### config.mk
export PLATFORM = sky130hd
export DESIGN_NAME = sdc_regs
export DESIGN_NICKNAME = d
export VERILOG_FILES = /design/src/include/sdc_pkg.sv /design/src/hdl/sdc_sync2.sv /design/src/hdl/sdc_ref_div.sv /design/src/hdl/sdc_regs.sv
export SDC_FILE = /design/constraint.sdc
export NUM_CORES = 1
export LEC_CHECK = 0
export BUFFER_PORTS_ARGS = -buffer_cell sky130_fd_sc_hd__buf_2
export CAP_MARGIN = 15
export CORE_MARGIN = 2
export CORE_UTILIZATION = 55
export CTS_BUF_LIST = sky130_fd_sc_hd__clkbuf_16
export CTS_CLUSTER_SIZE = 10
export DETAILED_ROUTE_END_ITERATION = 16
export PLACE_DENSITY = 0.76
export SYNTH_ARGS = -nofsm -noshare
export SYNTH_HDL_FRONTEND = slang
export SYNTH_SLANG_ARGS = --single-unit
### constraint.sdc
create_clock -name sys_clk -period 3.77 [get_ports sys_clk]
set_clock_uncertainty 0.2 [all_clocks]
set_input_delay 0.377 -clock sys_clk [delete_from_list [all_inputs] [get_ports sys_clk]]
set_output_delay 0.377 -clock sys_clk [all_outputs]
set_load 0.02 [all_outputs]
### src/include/sdc_pkg.sv
package sdc_pkg;
  // ----------------------------------------
  // Register select codes
  // ----------------------------------------
  localparam logic [3:0] SDC_SEL_INT = 4'h0;
  localparam logic [3:0] SDC_SEL_FRAC = 4'h1;
  localparam logic [3:0] SDC_SEL_AUX = 4'h2;
  localparam logic [3:0] SDC_SEL_PHASE = 4'h3;
  localparam logic [3:0] SDC_SEL_REF = 4'h4;
  localparam logic [3:0] SDC_SEL_OUTDIV = 4'h6;
  // ----------------------------------------
  // Field positions
  // ----------------------------------------
  localparam int SDC_SEL_LSB = 0;
  localparam int SDC_AUTOCAL_BIT = 21;
  localparam int SDC_PRESC_BIT = 20;
  localparam int SDC_INT_LSB = 4;
  localparam int SDC_INT_W = 16;
  localparam int SDC_FRAC_LSB = 4;
  localparam int SDC_FRAC_W = 24;
  localparam int SDC_AUXMOD_LSB = 4;
  localparam int SDC_AUXFRAC_LSB = 18;
  localparam int SDC_AUX_W = 14;
  localparam int SDC_SDINH_BIT = 30;
  localparam int SDC_RESYNC_BIT = 29;
  localparam int SDC_PADJ_BIT = 28;
  localparam int SDC_PHASE_LSB = 4;
  localparam int SDC_PHASE_W = 24;
  localparam int SDC_MUX_LSB = 27;
  localparam int SDC_MUX_W = 3;
  localparam int SDC_DBL_BIT = 26;
  localparam int SDC_HALF_BIT = 25;
  localparam int SDC_RDIV_LSB = 15;
  localparam int SDC_RDIV_W = 10;
  localparam int SDC_DBUF_BIT = 14;
  localparam int SDC_CP_LSB = 10;
  localparam int SDC_CP_W = 4;
  localparam int SDC_OUTDIV_LSB = 21;
  localparam int SDC_OUTDIV_W = 3;
  // ----------------------------------------
  // Reset values and calibration length
  // ----------------------------------------
  localparam logic [SDC_RDIV_W-1:0] SDC_RDIV_RST = 10'h001;
  localparam logic [SDC_AUX_W-1:0] SDC_AUXMOD_RST = 14'h0002;
  localparam int SDC_CAL_CYCLES = 16;
endpackage

### src/hdl/sdc_sync2.sv
`timescale 1ns/1ns
module sdc_sync2 (
  sys_clk,
  nrst,
  din,
  dout
);
  input wire logic sys_clk;
  input wire logic nrst;
  input wire logic din;
  output logic dout;
  logic s1_q;
  logic s2_q;
  logic s1_d;
  logic s2_d;

  always_comb begin
    s1_d = din;
    s2_d = s1_q;
  end

  always_ff @(posedge sys_clk or negedge nrst) begin
    if (!nrst) begin
      s1_q <= 1'b0;
      s2_q <= 1'b0;
    end else begin
      s1_q <= s1_d;
      s2_q <= s2_d;
    end
  end

  assign dout = s2_q;
endmodule

### src/hdl/sdc_ref_div.sv
`timescale 1ns/1ns
module sdc_ref_div
  import sdc_pkg::*;
#(
  parameter int W = SDC_RDIV_W
) (
  sys_clk,
  nrst,
  ref_edge,
  ratio,
  halve,
  pfd_tick,
  pfd_ref
);
  input wire logic sys_clk;
  input wire logic nrst;
  input wire logic ref_edge;
  input wire logic [W-1:0] ratio;
  input wire logic halve;
  output logic pfd_tick;
  output logic pfd_ref;
  logic [W-1:0] cnt_q;
  logic [W-1:0] cnt_d;
  logic tog_q;
  logic tog_d;
  logic tick_q;
  logic tick_d;
  logic hit;

  // ----------------------------------------
  // Divide by ratio, toggle stage optionally halves tick
  // ----------------------------------------
  always_comb begin
    hit = ref_edge && (cnt_q + W'(1) >= ratio);
    cnt_d = cnt_q;
    tog_d = tog_q;
    tick_d = 1'b0;
    if (ref_edge) begin
      cnt_d = hit ? '0 : cnt_q + W'(1); // RULE21
    end
    if (hit) begin
      tog_d = ~tog_q; // RULE20
      tick_d = halve ? tog_q : 1'b1;
    end
  end

  always_ff @(posedge sys_clk or negedge nrst) begin
    if (!nrst) begin
      cnt_q <= '0;
      tog_q <= 1'b0;
      tick_q <= 1'b0;
    end else begin
      cnt_q <= cnt_d;
      tog_q <= tog_d;
      tick_q <= tick_d;
    end
  end

  assign pfd_tick = tick_q;
  assign pfd_ref = tog_q;
endmodule

### src/hdl/sdc_regs.sv
`timescale 1ns/1ns
// How it works
// RULE1 - Low four bits pick target register
// RULE2 - Host writes zero to word-0 reserved bits
// RULE3 - Autocal set: word-0 write starts calibration
// RULE4 - Autocal clear: word-0 write keeps band
// RULE5 - Host disables autocal only when appropriate
// RULE6 - Bit 20 selects prescaler; integer minimums
// RULE7 - Host keeps integer within prescaler range
// RULE8 - Word 1 holds 24-bit main fraction
// RULE9 - Host keeps aux fraction below modulus
// RULE10 - Host keeps aux modulus 2 to 16383
// RULE11 - Shadowed fields apply on word-0 write
// RULE12 - Word-0 write resets modulator unless inhibited
// RULE13 - Resync needs reset enabled, aux zero
// RULE14 - Phase adjust: word-0 write advances phase
// RULE15 - Phase step is value over 2^24 turn
// RULE16 - Host never enables resync with adjust
// RULE17 - Word 4 bits 29:27 select mux source
// RULE18 - Host avoids divider outputs while retuning
// RULE19 - Doubler makes both reference edges active
// RULE20 - Halver toggle stage gives 50% duty
// RULE21 - Reference divider divides by 1 to 1023
// RULE22 - Word-4 bit 14 shadows output divider
// RULE23 - Serial word latched on load enable
// RULE24 - Reserved bits ignored, not stored
module sdc_regs
  import sdc_pkg::*;
#(
  parameter int CAL_CYCLES = SDC_CAL_CYCLES
) (
  input wire logic sys_clk,
  input wire logic nrst,
  input wire logic ser_clk,
  input wire logic ser_data,
  input wire logic ser_le,
  input wire logic ref_in,
  output logic autocal_busy,
  output logic autocal_start,
  output logic prescaler_or_resync_bit,
  output logic [SDC_INT_W-1:0] int_value,
  output logic [SDC_FRAC_W-1:0] main_fraction,
  output logic [SDC_AUX_W-1:0] aux_fraction,
  output logic [SDC_AUX_W-1:0] aux_modulus,
  output logic modulator_reset,
  output logic phase_resync_enable,
  output logic phase_adjust_enable,
  output logic [SDC_PHASE_W-1:0] phase_accum,
  output logic [SDC_MUX_W-1:0] test_mux_output,
  output logic reference_doubler_enable,
  output logic reference_halver_enable,
  output logic [SDC_RDIV_W-1:0] ref_divide,
  output logic divider_double_buffer_enable,
  output logic [SDC_CP_W-1:0] cp_current,
  output logic [SDC_OUTDIV_W-1:0] out_divider_select,
  output logic pfd_tick,
  output logic pfd_ref
);
  typedef enum logic [0:0] {
    SDC_CAL_IDLE = 1'b0,
    SDC_CAL_RUN = 1'b1
  } sdc_cal_e;

  // ----------------------------------------
  // Pin synchronisers
  // ----------------------------------------
  logic sclk_s;
  logic sdat_s;
  logic le_s;
  logic ref_s;

  sdc_sync2 u_sync_clk (.sys_clk(sys_clk), .nrst(nrst), .din(ser_clk), .dout(sclk_s));
  sdc_sync2 u_sync_dat (.sys_clk(sys_clk), .nrst(nrst), .din(ser_data), .dout(sdat_s));
  sdc_sync2 u_sync_le (.sys_clk(sys_clk), .nrst(nrst), .din(ser_le), .dout(le_s));
  sdc_sync2 u_sync_ref (.sys_clk(sys_clk), .nrst(nrst), .din(ref_in), .dout(ref_s));

  // ----------------------------------------
  // Serial shifter and edge detection
  // ----------------------------------------
  logic [31:0] shift_q;
  logic [31:0] shift_d;
  logic sclk_prev_q;
  logic le_prev_q;
  logic ref_prev_q;
  logic load;
  logic [3:0] sel;

  always_comb begin
    shift_d = shift_q;
    if (sclk_s && !sclk_prev_q) begin
      shift_d = {shift_q[30:0], sdat_s}; // RULE23
    end
  end

  always_ff @(posedge sys_clk or negedge nrst) begin
    if (!nrst) begin
      shift_q <= '0;
      sclk_prev_q <= 1'b0;
      le_prev_q <= 1'b0;
      ref_prev_q <= 1'b0;
    end else begin
      shift_q <= shift_d;
      sclk_prev_q <= sclk_s;
      le_prev_q <= le_s;
      ref_prev_q <= ref_s;
    end
  end

  assign load = le_s && !le_prev_q; // RULE23
  assign sel = shift_q[SDC_SEL_LSB +: 4];

  logic wr0;
  logic wr1;
  logic wr2;
  logic wr3;
  logic wr4;
  logic wr6;

  always_comb begin
    wr0 = 1'b0;
    wr1 = 1'b0;
    wr2 = 1'b0;
    wr3 = 1'b0;
    wr4 = 1'b0;
    wr6 = 1'b0;
    if (load && sel == SDC_SEL_INT) begin
      wr0 = 1'b1; // RULE1
    end else if (load && sel == SDC_SEL_FRAC) begin
      wr1 = 1'b1; // RULE1
    end else if (load && sel == SDC_SEL_AUX) begin
      wr2 = 1'b1; // RULE1
    end else if (load && sel == SDC_SEL_PHASE) begin
      wr3 = 1'b1; // RULE1
    end else if (load && sel == SDC_SEL_REF) begin
      wr4 = 1'b1; // RULE1
    end else if (load && sel == SDC_SEL_OUTDIV) begin
      wr6 = 1'b1;
    end
  end

  // ----------------------------------------
  // Register fields, shadow and active
  // ----------------------------------------
  logic presc_q, presc_d;
  logic [SDC_INT_W-1:0] int_q, int_d;
  logic [SDC_FRAC_W-1:0] frac_sh_q, frac_sh_d, frac_q, frac_d;
  logic [SDC_AUX_W-1:0] auxf_sh_q, auxf_sh_d, auxf_q, auxf_d;
  logic [SDC_AUX_W-1:0] auxm_sh_q, auxm_sh_d, auxm_q, auxm_d;
  logic sdinh_q, sdinh_d;
  logic resync_q, resync_d;
  logic padj_q, padj_d;
  logic [SDC_PHASE_W-1:0] phase_sh_q, phase_sh_d;
  logic [SDC_PHASE_W-1:0] acc_q, acc_d;
  logic [SDC_MUX_W-1:0] mux_q, mux_d;
  logic dbl_q, dbl_d;
  logic half_q, half_d;
  logic [SDC_RDIV_W-1:0] rdiv_q, rdiv_d;
  logic dbuf_q, dbuf_d;
  logic [SDC_CP_W-1:0] cp_q, cp_d;
  logic [SDC_OUTDIV_W-1:0] od_sh_q, od_sh_d, od_q, od_d;
  logic modrst_q, modrst_d;
  logic start_q, start_d;

  always_comb begin
    presc_d = presc_q;
    int_d = int_q;
    frac_sh_d = frac_sh_q;
    frac_d = frac_q;
    auxf_sh_d = auxf_sh_q;
    auxf_d = auxf_q;
    auxm_sh_d = auxm_sh_q;
    auxm_d = auxm_q;
    sdinh_d = sdinh_q;
    resync_d = resync_q;
    padj_d = padj_q;
    phase_sh_d = phase_sh_q;
    acc_d = acc_q;
    mux_d = mux_q;
    dbl_d = dbl_q;
    half_d = half_q;
    rdiv_d = rdiv_q;
    dbuf_d = dbuf_q;
    cp_d = cp_q;
    od_sh_d = od_sh_q;
    od_d = od_q;
    modrst_d = 1'b0;
    start_d = 1'b0;
    // Reserved bits are simply not captured
    if (wr1) begin
      frac_sh_d = shift_q[SDC_FRAC_LSB +: SDC_FRAC_W]; // RULE8 RULE24
    end
    if (wr2) begin
      auxf_sh_d = shift_q[SDC_AUXFRAC_LSB +: SDC_AUX_W];
      auxm_sh_d = shift_q[SDC_AUXMOD_LSB +: SDC_AUX_W];
    end
    if (wr3) begin
      sdinh_d = shift_q[SDC_SDINH_BIT];
      resync_d = shift_q[SDC_RESYNC_BIT];
      padj_d = shift_q[SDC_PADJ_BIT];
      phase_sh_d = shift_q[SDC_PHASE_LSB +: SDC_PHASE_W];
    end
    if (wr4) begin
      mux_d = shift_q[SDC_MUX_LSB +: SDC_MUX_W]; // RULE17
      dbl_d = shift_q[SDC_DBL_BIT];
      half_d = shift_q[SDC_HALF_BIT];
      rdiv_d = shift_q[SDC_RDIV_LSB +: SDC_RDIV_W];
      dbuf_d = shift_q[SDC_DBUF_BIT];
      cp_d = shift_q[SDC_CP_LSB +: SDC_CP_W];
    end
    if (wr6) begin
      od_sh_d = shift_q[SDC_OUTDIV_LSB +: SDC_OUTDIV_W];
      if (!dbuf_q) begin
        od_d = shift_q[SDC_OUTDIV_LSB +: SDC_OUTDIV_W]; // RULE22
      end
    end
    if (wr0) begin
      presc_d = shift_q[SDC_PRESC_BIT]; // RULE6
      int_d = shift_q[SDC_INT_LSB +: SDC_INT_W];
      frac_d = frac_sh_q; // RULE11
      auxf_d = auxf_sh_q; // RULE11
      auxm_d = auxm_sh_q; // RULE11
      if (dbuf_q) begin
        od_d = od_sh_q; // RULE22
      end
      modrst_d = !sdinh_q; // RULE12
      start_d = shift_q[SDC_AUTOCAL_BIT]; // RULE3 RULE4
      if (padj_q) begin
        acc_d = acc_q + phase_sh_q; // RULE14 RULE15
      end
    end
  end

  always_ff @(posedge sys_clk or negedge nrst) begin
    if (!nrst) begin
      presc_q <= 1'b0;
      int_q <= '0;
      frac_sh_q <= '0;
      frac_q <= '0;
      auxf_sh_q <= '0;
      auxf_q <= '0;
      auxm_sh_q <= SDC_AUXMOD_RST;
      auxm_q <= SDC_AUXMOD_RST;
      sdinh_q <= 1'b0;
      resync_q <= 1'b0;
      padj_q <= 1'b0;
      phase_sh_q <= '0;
      acc_q <= '0;
      mux_q <= '0;
      dbl_q <= 1'b0;
      half_q <= 1'b0;
      rdiv_q <= SDC_RDIV_RST;
      dbuf_q <= 1'b0;
      cp_q <= '0;
      od_sh_q <= '0;
      od_q <= '0;
      modrst_q <= 1'b0;
      start_q <= 1'b0;
    end else begin
      presc_q <= presc_d;
      int_q <= int_d;
      frac_sh_q <= frac_sh_d;
      frac_q <= frac_d;
      auxf_sh_q <= auxf_sh_d;
      auxf_q <= auxf_d;
      auxm_sh_q <= auxm_sh_d;
      auxm_q <= auxm_d;
      sdinh_q <= sdinh_d;
      resync_q <= resync_d;
      padj_q <= padj_d;
      phase_sh_q <= phase_sh_d;
      acc_q <= acc_d;
      mux_q <= mux_d;
      dbl_q <= dbl_d;
      half_q <= half_d;
      rdiv_q <= rdiv_d;
      dbuf_q <= dbuf_d;
      cp_q <= cp_d;
      od_sh_q <= od_sh_d;
      od_q <= od_d;
      modrst_q <= modrst_d;
      start_q <= start_d;
    end
  end

  // ----------------------------------------
  // Calibration sequencer
  // ----------------------------------------
  sdc_cal_e cal_q, cal_d;
  logic [7:0] cal_cnt_q, cal_cnt_d;

  always_comb begin
    cal_d = cal_q;
    cal_cnt_d = cal_cnt_q;
    case (cal_q)
      SDC_CAL_IDLE: begin
        if (start_q) begin
          cal_d = SDC_CAL_RUN; // RULE3
          cal_cnt_d = 8'(CAL_CYCLES - 1);
        end
      end
      SDC_CAL_RUN: begin
        if (start_q) begin
          cal_cnt_d = 8'(CAL_CYCLES - 1);
        end else if (cal_cnt_q == 8'h00) begin
          cal_d = SDC_CAL_IDLE;
        end else begin
          cal_cnt_d = cal_cnt_q - 8'h01;
        end
      end
      default: begin
        cal_d = SDC_CAL_IDLE;
      end
    endcase
  end

  always_ff @(posedge sys_clk or negedge nrst) begin
    if (!nrst) begin
      cal_q <= SDC_CAL_IDLE;
      cal_cnt_q <= 8'h00;
    end else begin
      cal_q <= cal_d;
      cal_cnt_q <= cal_cnt_d;
    end
  end

  // ----------------------------------------
  // Reference path
  // ----------------------------------------
  logic ref_edge;

  // Falling edge only, or both edges when doubled
  assign ref_edge = dbl_q ? (ref_s ^ ref_prev_q) : (ref_prev_q && !ref_s); // RULE19

  sdc_ref_div #(.W(SDC_RDIV_W)) u_rdiv (
    .sys_clk(sys_clk),
    .nrst(nrst),
    .ref_edge(ref_edge),
    .ratio(rdiv_q),
    .halve(half_q),
    .pfd_tick(pfd_tick),
    .pfd_ref(pfd_ref)
  );

  assign autocal_busy = (cal_q == SDC_CAL_RUN);
  assign autocal_start = start_q;
  assign prescaler_or_resync_bit = presc_q;
  assign int_value = int_q;
  assign main_fraction = frac_q;
  assign aux_fraction = auxf_q;
  assign aux_modulus = auxm_q;
  assign modulator_reset = modrst_q;
  assign phase_resync_enable = resync_q;
  assign phase_adjust_enable = padj_q;
  assign phase_accum = acc_q;
  assign test_mux_output = mux_q;
  assign reference_doubler_enable = dbl_q;
  assign reference_halver_enable = half_q;
  assign ref_divide = rdiv_q;
  assign divider_double_buffer_enable = dbuf_q;
  assign cp_current = cp_q;
  assign out_divider_select = od_q;
endmodule

==> results of run 1 <==
## through the flow
step,total power [uW],cell area (sq um),worst slack (ns)
after floorplan,3830,11300,1.06
after global placement,4140,12300,0.945
after detailed placement,4180,12300,0.817
after CTS,6790,13200,0.817
after global routing,7030,13200,0.538
final,6740,13200,0.818
## area by class of cell
cell class | instances | area, sq um
sequential | 264 | 6610
tap | 270 | 338
clock inverter | 25 | 120
fill | 1549 | 7000
multi-input combinational | 681 | 4480
timing repair buffer | 146 | 811
inverter | 28 | 105
clock buffer | 31 | 776
## placed cells by master (no fill, tap or decap), drive strengths merged, types with 2 or more instances in the layout
cell	count
a21o	5
mux2	127
nor3	4
nand3b	2
nor2b	3
a21oi	33
buf	141
dfstp	3
o21ai	56
a211o	2
a21boi	2
nand2	278
xnor2	16
a31oi	6
nand2b	8
and2	2
o21bai	3
dfrtp	261
o31ai	2
nand3	9
or4	3
o22ai	3
xor2	20
or3	3
clkbuf	31
dlygate4sd3	5
nor2	20
ha	36
inv	52
o211ai	6
nand4	6
and3	10
o21a	3
## cells by family (layout without fill, tap and decap cells)
family | after synthesis | in the layout | share of synthesized area [%]
AOI/OAI and AO/OA | 129 | 129 | 6.75
xor gates and xnor gates | 36 | 36 | 2.78
adders and majority gates | 37 | 37 | 4.15
buffers and inverters | 71 | 230 | 2.46
DFF | 264 | 264 | 58.3
muxes | 127 | 127 | 12.6
and+or+nand+nor | 352 | 352 | 13.0
## flip-flops by register name, indices dropped and copies added (netlist names), 14 cells and up
signal,flops
frac_sh_q,24
phase_sh_q,24
aux_modulus,14
auxf_sh_q,14
int_value,16
shift_q,32
main_fraction,24
aux_fraction,14
phase_accum,24
auxm_sh_q,14
## per-layer routing
metal	up-vias	wire [um]	global-route usage (%)
li1	3717	-	-
met1	3885	11400	33.6
met2	188	11800	37.8
met3	30	1210	3.40
met4	0	421	5.10
met5	-	0	0
## how the worst max path moves through the flow
| stage | from | cells past startpoint | endpoint | slack (ns) |
|---|---|---|---|---|
| 6_report | u_rdiv.cnt_q[2] | 12 | u_rdiv.cnt_q[3] | 0.82 |
| 5_1_grt | u_rdiv.cnt_q[2] | 12 | u_rdiv.cnt_q[3] | 0.54 |
| 2_1_floorplan | u_rdiv.cnt_q[2] | 13 | u_rdiv.cnt_q[0] | 1.06 |
| 3_3_place_gp | u_rdiv.cnt_q[2] | 12 | u_rdiv.cnt_q[9] | 0.94 |
| 3_5_place_dp | u_rdiv.cnt_q[2] | 12 | u_rdiv.cnt_q[3] | 0.82 |
| 4_1_cts | u_rdiv.cnt_q[2] | 12 | u_rdiv.cnt_q[3] | 0.82 |
## power by group
group | internal (uW) | total (uW) | switching, uW
combinational | 326 | 732 | 406
sequential | 3110 | 3410 | 291
clock | 1530 | 2600 | 1080
## repair_timing
item / CTS / global route
hold endpoints to repair: 87 / 0
hold buffers: 5 / 0
setup buffers: 0 / 0
==> reports/metrics.yaml, run 1 <==
status:
  status: "finished clean"
worst_setup_path:
  critPathCaptureType: "register"
  crit_required_ns: 3.97
  worstReg2RegEnd: "u_rdiv.cnt_q[3]"
  setup.worst_path.class: "reg -> reg"
  critical_path.top_delay_family: "simple AND/OR/NAND/NOR gates"
  timing.reg2reg.worst_path_depth: 12
  critPathMaxStageDelay_ns: 0.41
  crit_buf_inv: 2
  reg2reg_slack_ns: 0.82
  cp_cell_sequence: "and3_1 > and3_1 > nand3_1 > inv_1 > nand3_1 > xor2_1 > inv_1 > ha_1 > nand4_1 > o311ai_0 > nand2b_1 > o21ai_0"
  critPathMaxFanout: 10
  timing.critical_path.slowest_stage_cell: "dfrtp_1"
  timing.rr.start: "u_rdiv.cnt_q[2]"
  worst-endpoint-arrival_ns: 3.15
  critPathLaunchType: "register"
clock_tree:
  cts_max_level: 1
  post_cts_resized: 0
  clock_tree_from_tritoncts: "done"
  clock_tree.root_cell: "clkbuf_16"
  clock_pin_slew_of_the_registers_on_the_worst_case_setup_and_hold_paths_ns: 0.06
  cts_max_path_buffers: 3
  worst_skew_pair.late_latency_ns: 0.54
  cts_num_sinks: 264
  cts_made_buffers: 30
routing:
  drt.antenna.violating_nets: 0
  drtIter0Drc: 468
  drt_wl_total_mm: 24.8
  num_vias: 7820
  detail_route.drc_violations: 0
  route.detailed.vias_per_inst: 5.41
  post_drt_wl_per_cell_um: 17.2
  first_pass_iters: 5
cells_and_area:
  area_delta_synth_final_pct: 16.7
  final-instance-count-excl-fill: 1445
  post-route-util_pct: 65.4
  share_of_layout_cells_above_drive_strength_1_pct: 26.7
  finish.net_count: 1194
  num_antenna_cells: 0
grt:
  antenna_found_initial: 0
  grt_max_degree: 89
  gr-usage-all-layers_pct: 23.2
  via_count_of_the_first_global_routing_pass: 7747
  grt_overflow_total: 0
  first_pass_grt_wire_length_mm: 40.7
synth:
  synth_cells: 1016
  yosysTopAreaCell: "dfrtp_1"
  post_synthesis_average_cell_area_sq_um: 11.2
  post-synth-top-count-cell: "nand2_1"
  yosys_warnings: 0
  synth-async-reset-ratio_pct: 100
  ys_seq_area_share_pct: 58.3
  yosys_register_bits: 264
  yosys.area.top_type_share_pct: 57.6
  number_of_enable_type_register_cells_in_the_synthesized_netlist: 0
  netlist-cell-type-count: 55
  synth.cell_area_sq_um: 11300
  synth_top_cells_by_area: "dfrtp_1, mux2_2, nand2_1"
  postSynthNetCount: 1059
  synth_commonest_cells: "nand2_1, dfrtp_1, mux2_2"
  postSynth.topFlopCell: "dfrtp_1"
min_path:
  timing.hold.worst.class: "reg -> reg"
  hold_path_end: "u_sync_ref.dout"
  start_point_of_the_worst_min_delay_path: "u_sync_ref.s1_q"
  holdPathStages: 0
floorplanning:
  die_height_um: 148
  floorplan.die_area_sq_um: 21800
  std_cell_core_area_sq_um: 20200
  dieWidth_um: 148
  initial_core_util_pct: 56.0
  ios: 129
  floorplan.rows: 52
power_and_ir_drop:
  power_per_cell_area_nw_per_um2: 509
  p_leak_uw: 0.00727
  maximum_vdd_ir_drop_mv: 0.466
timing:
  worst_slew_pin_slew_ns: 0.913
  finalSetupTns_ns: 0
  grt_setup_unrepaired: "no"
  hold_ws_ns: 0.151
  finalSetupViolCount: 0
  fmaxAchievable_mhz: 339
  finalCriticalPeriod_ns: 2.95
  fraction_of_the_cycle_the_final_worst_path_needs_pct: 78.3
  finalHoldViolations: 0
  max-slew-margin-rel_pct: 39.0
  final-max-slew-violation-count: 0
placement:
  numPortBuffers: 128
  dp_cells: 1384
  dp.final_hpwl_mm: 16.3
  gpl.final_weighted_congestion: 0.861
job:
  maxCapViolations: 0
Power figures use the tool's default switching activity.
==> run 2: changes to the inputs <==
- CORE_UTILIZATION: 55 -> 53
- clock period: 3.77 -> 2.7 ns (I/O delays scaled with it)
==> run 2 against run 1 <==
  * The flow now finishes with violations (negative setup slack)
  * Global-route usage decreased by 0.32 points
  * Flip-flop and latch count unchanged
  * Total power increased by 39%
  * Register-to-register slack got worse by 0.87 ns
  * Non-clock buffer count increased by 12
  * Combinational power increased by 45%
  * Maximum frequency increased by 7.2%
  * Hold slack got worse by 0.069 ns
  * Routed wire length increased by 2.4%
  * Setup slack got worse by 0.87 ns
  * Final cell count increased by 0.35%
  * Sequential power increased by 39%
==> reports/metrics.yaml, run 2 (synthesis results as in run 1) <==
floorplanning:
  initial_core_util_pct: 53.9  # -2.1 points
  dieWidth_um: 150  # +1.8%
  std_cell_core_area_sq_um: 21000  # +3.9%
  die_height_um: 150  # +1.8%
  floorplan.rows: 53  # +1.9%
  floorplan.die_area_sq_um: 22600  # +3.7%
  ios: 129  # unchanged
cells_and_area:
  mostFrequentLayoutCells: "nand2_1, dfrtp_1, buf_2, mux2_2, o21ai_0"
  flip_flop_count_of_the_largest_register_after_layout: 32  # unchanged
  sequential_cell_area_sq_um: 6610  # about the same
  final-instance-count-excl-fill: 1450  # +0.35%
  area_delta_synth_final_pct: 19.5
  finish.net_count: 1207  # +1.1%
  area_of_combinational_cells_with_multiple_inputs_sq_um: 4680  # +4.5%
  share_of_layout_cells_above_drive_strength_1_pct: 30.6  # +3.8 points
  final.fill_count: 1606  # +3.7%
  post-route-util_pct: 64.4  # -0.98 points
  layout_commonest_cell: "nand2_1"
  registers.top_by_ff_count: "shift_q"
  num_antenna_cells: 0  # unchanged
worst_setup_path:
  crit_required_ns: 2.96  # -1.01 ns
  critPathMaxFanout: 5  # -5
  critPathMaxStageDelay_ns: 0.41  # about the same
  critical_path.top_delay_family: "simple AND/OR/NAND/NOR gates"
  worst_setup_path_startpoint: "u_rdiv.cnt_q[4]"
  worst-endpoint-arrival_ns: 3.02  # -0.13 ns
  timing.rr.start: "u_rdiv.cnt_q[4]"
  critPathCaptureType: "register"
  cp_cell_sequence: "and3_4 > and3_4 > nand3_4 > xor2_1 > inv_1 > ha_1 > a21oi_1 > nor2b_1 > o21ai_1 > o311ai_4 > nand2b_4 > o21ai_2"
  timing.critical_path.slowest_stage_cell: "dfrtp_1"
  cpMostUsedCell: "and3_4"
  setup.worst_path.class: "reg -> reg"
  crit_buf_inv: 1  # -1
  critPathLaunchType: "register"
timing:
  max-slew-margin-rel_pct: 45.7  # +6.7 points
  finalCriticalPeriod_ns: 2.75  # -0.198 ns
  worst_slew_pin_slew_ns: 0.806  # -0.107 ns
  fraction_of_the_cycle_the_final_worst_path_needs_pct: 102  # +24 points
  fmaxAchievable_mhz: 363  # +7.2%
  finalSetupViolCount: 10  # +10
  worst_slack_ns: -0.0549  # -0.872 ns
  final-max-slew-violation-count: 0  # unchanged
  finalHoldViolations: 0  # unchanged
  grt_setup_unrepaired: "yes"
placement:
  pre_cts_ws_ns: -0.122  # -0.939 ns
  dp.final_hpwl_mm: 16.7  # +2.8%
  numPortBuffers: 128  # unchanged
  dp_cells: 1398  # +1.0%
  gpl.final_weighted_congestion: 0.907  # +5.4%
clock_tree:
  cts_max_level: 1  # unchanged
  cts_max_path_buffers: 3  # unchanged
  clock_tree_from_tritoncts: "done"
  clock_tree.root_cell: "clkbuf_16"
  clock_pin_slew_of_the_registers_on_the_worst_case_setup_and_hold_paths_ns: 0.06  # about the same
  cts_num_sinks: 264  # unchanged
  cts_made_buffers: 30  # unchanged
  worst_skew_pair.late_latency_ns: 0.54  # about the same
power_and_ir_drop:
  p_leak_uw: 0.00732  # +0.77%
  maximum_vdd_ir_drop_mv: 0.585  # +25%
  power_per_cell_area_nw_per_um2: 693  # +36%
routing:
  num_vias: 7881  # +0.78%
  drt.antenna.violating_nets: 0  # unchanged
  post_drt_wl_per_cell_um: 17.5  # +2.0%
  detail_route.drc_violations: 0  # unchanged
  drt_wl_total_mm: 25.4  # +2.4%
  drtIter0Drc: 435  # -7.1%
  first_pass_iters: 4  # -1
  route.detailed.vias_per_inst: 5.44  # +0.43%
grt:
  grt_max_degree: 74  # -17%
  grt_overflow_total: 0  # unchanged
  antenna_found_initial: 0  # unchanged
  gr-usage-all-layers_pct: 22.9  # -0.32 points
  first_pass_grt_wire_length_mm: 41.0  # +0.78%
  via_count_of_the_first_global_routing_pass: 7959  # +2.7%
job:
  maxCapViolations: 0  # unchanged
min_path:
  timing.hold.worst.class: "in -> async"
status:
  status: "finished, violations left"
  violations: "negative setup slack"
run 2: cell type report:
cell class                 instances  share of cell area, %
clock buffer                      31                   5.73
timing repair buffer             158                   7.09
sequential                       264                   48.8
clock inverter                    12                  0.527
tap                              275                   2.54
multi-input combinational        682                   34.5
inverter                          28                  0.776
run 2: worst paths after layout:
| path | to | slack [ns] | depth (start not counted) |
|---|---|---|---|
| max | u_rdiv.cnt_q[4] | -0.05 | 12 |
| min | cp_current[2] | 0.08 | 2 |
| max reg2reg | u_rdiv.cnt_q[4] | -0.05 | 12 |
| min reg2reg | u_sync_le.dout | 0.15 | 0 |
| max in group asynchronous | ref_divide[0] | 1.42 | 3 |
| min in group sys_clk | u_sync_le.dout | 0.15 | 0 |
run 2: repair_timing:
action / 4_1_cts / 5_1_grt
buffers inserted: 0 / 3
cloned: 0 / 1
hold endpoints to repair: 235 / 0
hold buffers: 5 / 0
gates resized for setup: 3 / 47
pin swaps: 0 / 9
setup endpoints to repair: 10 / 19
run 2: per-layer routing:
metal | GRT usage [%] | up-vias | share of wire, %
met4 | 6.75 | 0 | 2.2
met2 | 36.2 | 196 | 48
met3 | 3.91 | 48 | 5.3
met1 | 32.8 | 3903 | 45
met5 | 0 | - | 0
li1 | - | 3734 | -
run 2: worst register-to-register path, stage by stage, from the launching register on:
cell	delay [ns]
dfrtp_1	0.41
and3_4	0.20
and3_4	0.18
nand3_4	0.09
xor2_1	0.23
inv_1	0.09
ha_1	0.31
a21oi_1	0.19
nor2b_1	0.07
o21ai_1	0.20
o311ai_4	0.16
nand2b_4	0.20
o21ai_2	0.14
run 2: power by group:
part | switching [uW] | leakage [uW] | internal, uW | total [uW]
logic | 583 | 0.00326 | 480 | 1060
registers | 401 | 0.00361 | 4350 | 4750
clock network | 1470 | 0.000455 | 2110 | 3580
total | 2450 | 0.00732 | 6940 | 9390
run 2: per-stage QoR:
step | TNS [ns] | total power [uW] | hold WS, ns | cell area [sq um]
after floorplan | 0 | 5350 | -0.226 | 11300
after global placement | -0.210 | 5800 | 0.0680 | 12400
after detailed placement | -1.02 | 5850 | 0.0663 | 12400
after CTS | 0 | 9460 | 0.107 | 13300
after global routing | -1.53 | 9790 | 0.142 | 13500
final | -0.339 | 9390 | 0.0818 | 13500
==> run 3: changes to the inputs <==
- CORE_MARGIN: 2 -> 8
- CORE_UTILIZATION: 53 -> 55
- SYNTH_HIERARCHICAL: unset -> 1
- clock period: 2.7 -> 3.6 ns (I/O delays scaled with it)
==> run 3 against run 2 <==
  * The run now ends clean
  * First-iteration DRC count shrank 3.0%
  * Final area up 0.92%
  * Final cell count down 7.7%
  * Count of clock-buffer cells in the layout unchanged
  * Sequential share of layout area fell by 0.46 points
  * Routed wire length increased by 1.4%
  * Die area increased by 16%
  * Register-to-register slack improved by 0.58 ns
  * Largest cell class unchanged
  * Largest power group unchanged
  * Highest routed layer unchanged
==> reports/metrics.yaml, run 3 <==
status:
  status: "finished clean"
placement:
  placement.cell_area_sq_um: 12700  # +2.3%
  numPortBuffers: 128  # unchanged
  gpl.final_weighted_congestion: 0.852  # -6.1%
  dp.final_hpwl_mm: 17.8  # +6.1%
power_and_ir_drop:
  power_per_cell_area_nw_per_um2: 518  # -25%
  switching_share_of_power_pct: 26.2  # +0.12 points
  p_int_uw: 5230  # -25%
  total_net_switching_power_uw: 1860  # -24%
  power_frac_clock_pct: 38.7  # +0.6 points
  report.power.total_uw: 7090  # -25%
  p_leak_uw: 0.00741  # +1.2%
  maximum_vdd_ir_drop_mv: 0.478  # -18%
  combinationalPowerShare_pct: 11.1  # -0.2 points
  power_frac_seq_pct: 50.2  # -0.4 points
clock_tree:
  post_cts_resized: 0  # -3
  cts_max_level: 1  # unchanged
  cts_num_sinks: 264  # unchanged
  cts_made_buffers: 31  # +3.3%
  clock_tree_from_tritoncts: "done"
  clock_tree.root_cell: "clkbuf_16"
  post-cts-setup-buffers: 0  # unchanged
  cts_max_path_buffers: 3  # unchanged
  worst_skew_pair.late_latency_ns: 0.54  # about the same
  cts.hold.buffers_added: 5  # unchanged
  clock_pin_slew_of_the_registers_on_the_worst_case_setup_and_hold_paths_ns: 0.05  # about the same
grt:
  first_pass_grt_wire_length_mm: 42.9  # +4.7%
  antenna_found_initial: 0  # unchanged
  via_count_of_the_first_global_routing_pass: 8000  # +0.52%
  grt_overflow_total: 0  # unchanged
  grt_max_degree: 96  # +30%
  gr-usage-all-layers_pct: 20.0  # -2.9 points
cells_and_area:
  design_area_sq_um: 13700  # +0.92%
  share_of_layout_cells_above_drive_strength_1_pct: 22.9  # -7.7 points
  final.fill_count: 1640  # +2.1%
  area_delta_synth_final_pct: 16.9
  registers.top_by_ff_count: "shift_q"
  area_of_combinational_cells_with_multiple_inputs_sq_um: 4850  # +3.8%
  post-route-util_pct: 65.2  # +0.80 points
  flip_flop_count_of_the_largest_register_after_layout: 32  # unchanged
  layout_commonest_cell: "dfrtp_1"
  finish.net_count: 1083  # -10%
  sequential_cell_area_sq_um: 6610  # about the same
  mostFrequentLayoutCells: "dfrtp_1, mux2_1, buf_2, nand2_1, inv_1"
  num_antenna_cells: 0  # unchanged
timing:
  finalSetupViolCount: 0  # -10
  fmaxAchievable_mhz: 325  # -10%
  finalCriticalPeriod_ns: 3.07  # +0.319 ns
  final-max-slew-violation-count: 0  # unchanged
  worst_slew_pin_slew_ns: 0.926  # +0.120 ns
  finalHoldViolations: 0  # unchanged
  hold_ws_ns: 0.148  # +0.0659 ns
  grt_setup_unrepaired: "no"
  fraction_of_the_cycle_the_final_worst_path_needs_pct: 85.4  # -17 points
  finalSetupTns_ns: 0  # +0.339 ns
  max-slew-margin-rel_pct: 38.3  # -7.5 points
floorplanning:
  die_height_um: 162  # +7.7%
  initial_core_util_pct: 55.8  # +1.9 points
  floorplan.die_area_sq_um: 26200  # +16%
  ios: 129  # unchanged
  floorplan.rows: 53  # unchanged
  dieWidth_um: 162  # +7.7%
  std_cell_core_area_sq_um: 21000  # -0.32%
synth:
  postSynth.topFlopCell: "dfrtp_1"
  synth_cells: 896  # -12%
  synth_top_cells_by_area: "dfrtp_1, mux2_1, mux2_2"
  post-synth-top-count-cell: "dfrtp_1"
  yosysTopAreaCell: "dfrtp_1"
  yosys.area.top_type_share_pct: 55.8  # -1.8 points
  ys_seq_area_share_pct: 56.5  # -1.8 points
  synth_commonest_cells: "dfrtp_1, mux2_1, nand2_1"
  synth-async-reset-ratio_pct: 100  # unchanged
  yosys_warnings: 6  # +6
  synth.cell_area_sq_um: 11700  # +3.2%
  post_synthesis_average_cell_area_sq_um: 13.1  # +17%
  yosys_register_bits: 264  # unchanged
  netlist-cell-type-count: 73  # +33%
  number_of_enable_type_register_cells_in_the_synthesized_netlist: 0  # unchanged
  postSynthNetCount: 940  # -11%
routing:
  drtIter0Drc: 422  # -3.0%
  drt.antenna.violating_nets: 0  # unchanged
  num_vias: 7587  # -3.7%
  detail_route.drc_violations: 0  # unchanged
  first_pass_iters: 4  # unchanged
  post_drt_wl_per_cell_um: 19.3  # +9.9%
  drt_wl_total_mm: 25.8  # +1.4%
  route.detailed.vias_per_inst: 5.67  # +4.3%
worst_setup_path:
  critPathMaxStageDelay_ns: 0.45  # +0.04 ns
  critPathLaunchType: "register"
  cp_cell_sequence: "ha_1 > nand3_2 > or3b_1 > xnor2_2 > ha_1 > nand2_1 > o21ai_0 > a21o_1 > and3_1"
  cpMostUsedCell: "ha_1"
  critPathCaptureType: "register"
  critical_path.top_delay_family: "simple AND/OR/NAND/NOR gates"
  critPathMaxFanout: 10  # +5
  timing.critical_path.slowest_stage_cell: "o21ai_0"
  worst-endpoint-arrival_ns: 3.34  # +0.32 ns
  setup.worst_path.class: "reg -> reg"
  crit_required_ns: 3.86  # +0.90 ns
  crit_buf_inv: 0  # -1
job:
  maxCapViolations: 0  # unchanged
min_path:
  timing.hold.worst.class: "reg -> reg"
==> run 3: cell types whose count changed in the layout (fill, tap and decap cells not counted), moves of 11 or more <==
cell,before,now
o21ai_0,39,13
o21ai_2,12,0
mux2_1,0,161
nand2_1,276,52
nand3_1,7,18
o21ai_1,5,18
mux2_2,127,44
==> run 3: logic make-up after synthesis <==
group / count (synthesis) / synth area share, %
fa+ha+maj: 38 / 4.13
compound gates: 126 / 7.53
mux: 210 / 20.2
xor+xnor: 27 / 2.15
buf+inv: 65 / 2.25
flops: 264 / 56.5
simple gates: 166 / 7.27
==> run 3: worst register-to-register path, delay by kind of cell, from the launching register on <==
kind	cells	cell delay (ns)
AOI/OAI and AO/OA	2	0.82
xor gates and xnor gates	1	0.15
adders and majority gates	2	0.58
DFF	1	0.43
and+or+nand+nor	4	0.83
==> run 3: stage by stage <==
stage / cells / setup slack [ns]
floorplan: 896 / 0.653
global placement: 1276 / 0.608
detailed placement: 1276 / 0.585
CTS: 1338 / 0.536
global route: 1338 / 0.333
finish: 1338 / 0.526
==> run 3: worst paths after layout <==
| path | startpoint | end | slack [ns] | cells past startpoint |
|---|---|---|---|---|
| max in group asynchronous | nrst | ref_divide[0] | 2.09 | 3 |
| min in group asynchronous | nrst | aux_fraction[5] | 0.22 | 2 |
| hold / removal | u_sync_dat/s1_q | u_sync_dat/dout | 0.15 | 0 |
| hold reg to reg | u_sync_dat/s1_q | u_sync_dat/dout | 0.15 | 0 |
| setup reg to reg | u_rdiv/cnt_q[0] | u_rdiv/pfd_tick | 0.53 | 9 |
| setup / recovery | u_rdiv/cnt_q[0] | u_rdiv/pfd_tick | 0.53 | 9 |
==> run 3: layout make-up <==
class,count,area share [%]
Clock buffer,31,5.67
Clock inverter,26,0.952
Inverter,26,0.714
Multi-Input combinational cell,567,35.5
Sequential cell,264,48.4
Tap cell,275,2.52
Timing Repair Buffer,149,6.28
==> run 3: power by group through the flow <==
stage / Combinational (uW) / Sequential [uW] / Clock (uW)
after floorplan: 405 / 3590 / 0
after global placement: 766 / 3600 / 0
after detailed placement: 790 / 3610 / 0
after CTS: 801 / 3560 / 2810
after global routing: 860 / 3600 / 2930
final: 784 / 3560 / 2750
==> run 3: per-layer routing <==
metal  GRT usage [%]  wire [um]  up-vias
met5               0          0        -
met1            26.5      11500     3846
met4            5.43        541        0
met2            32.6      12200      172
met3            4.48       1520       40
li1                -          -     3529
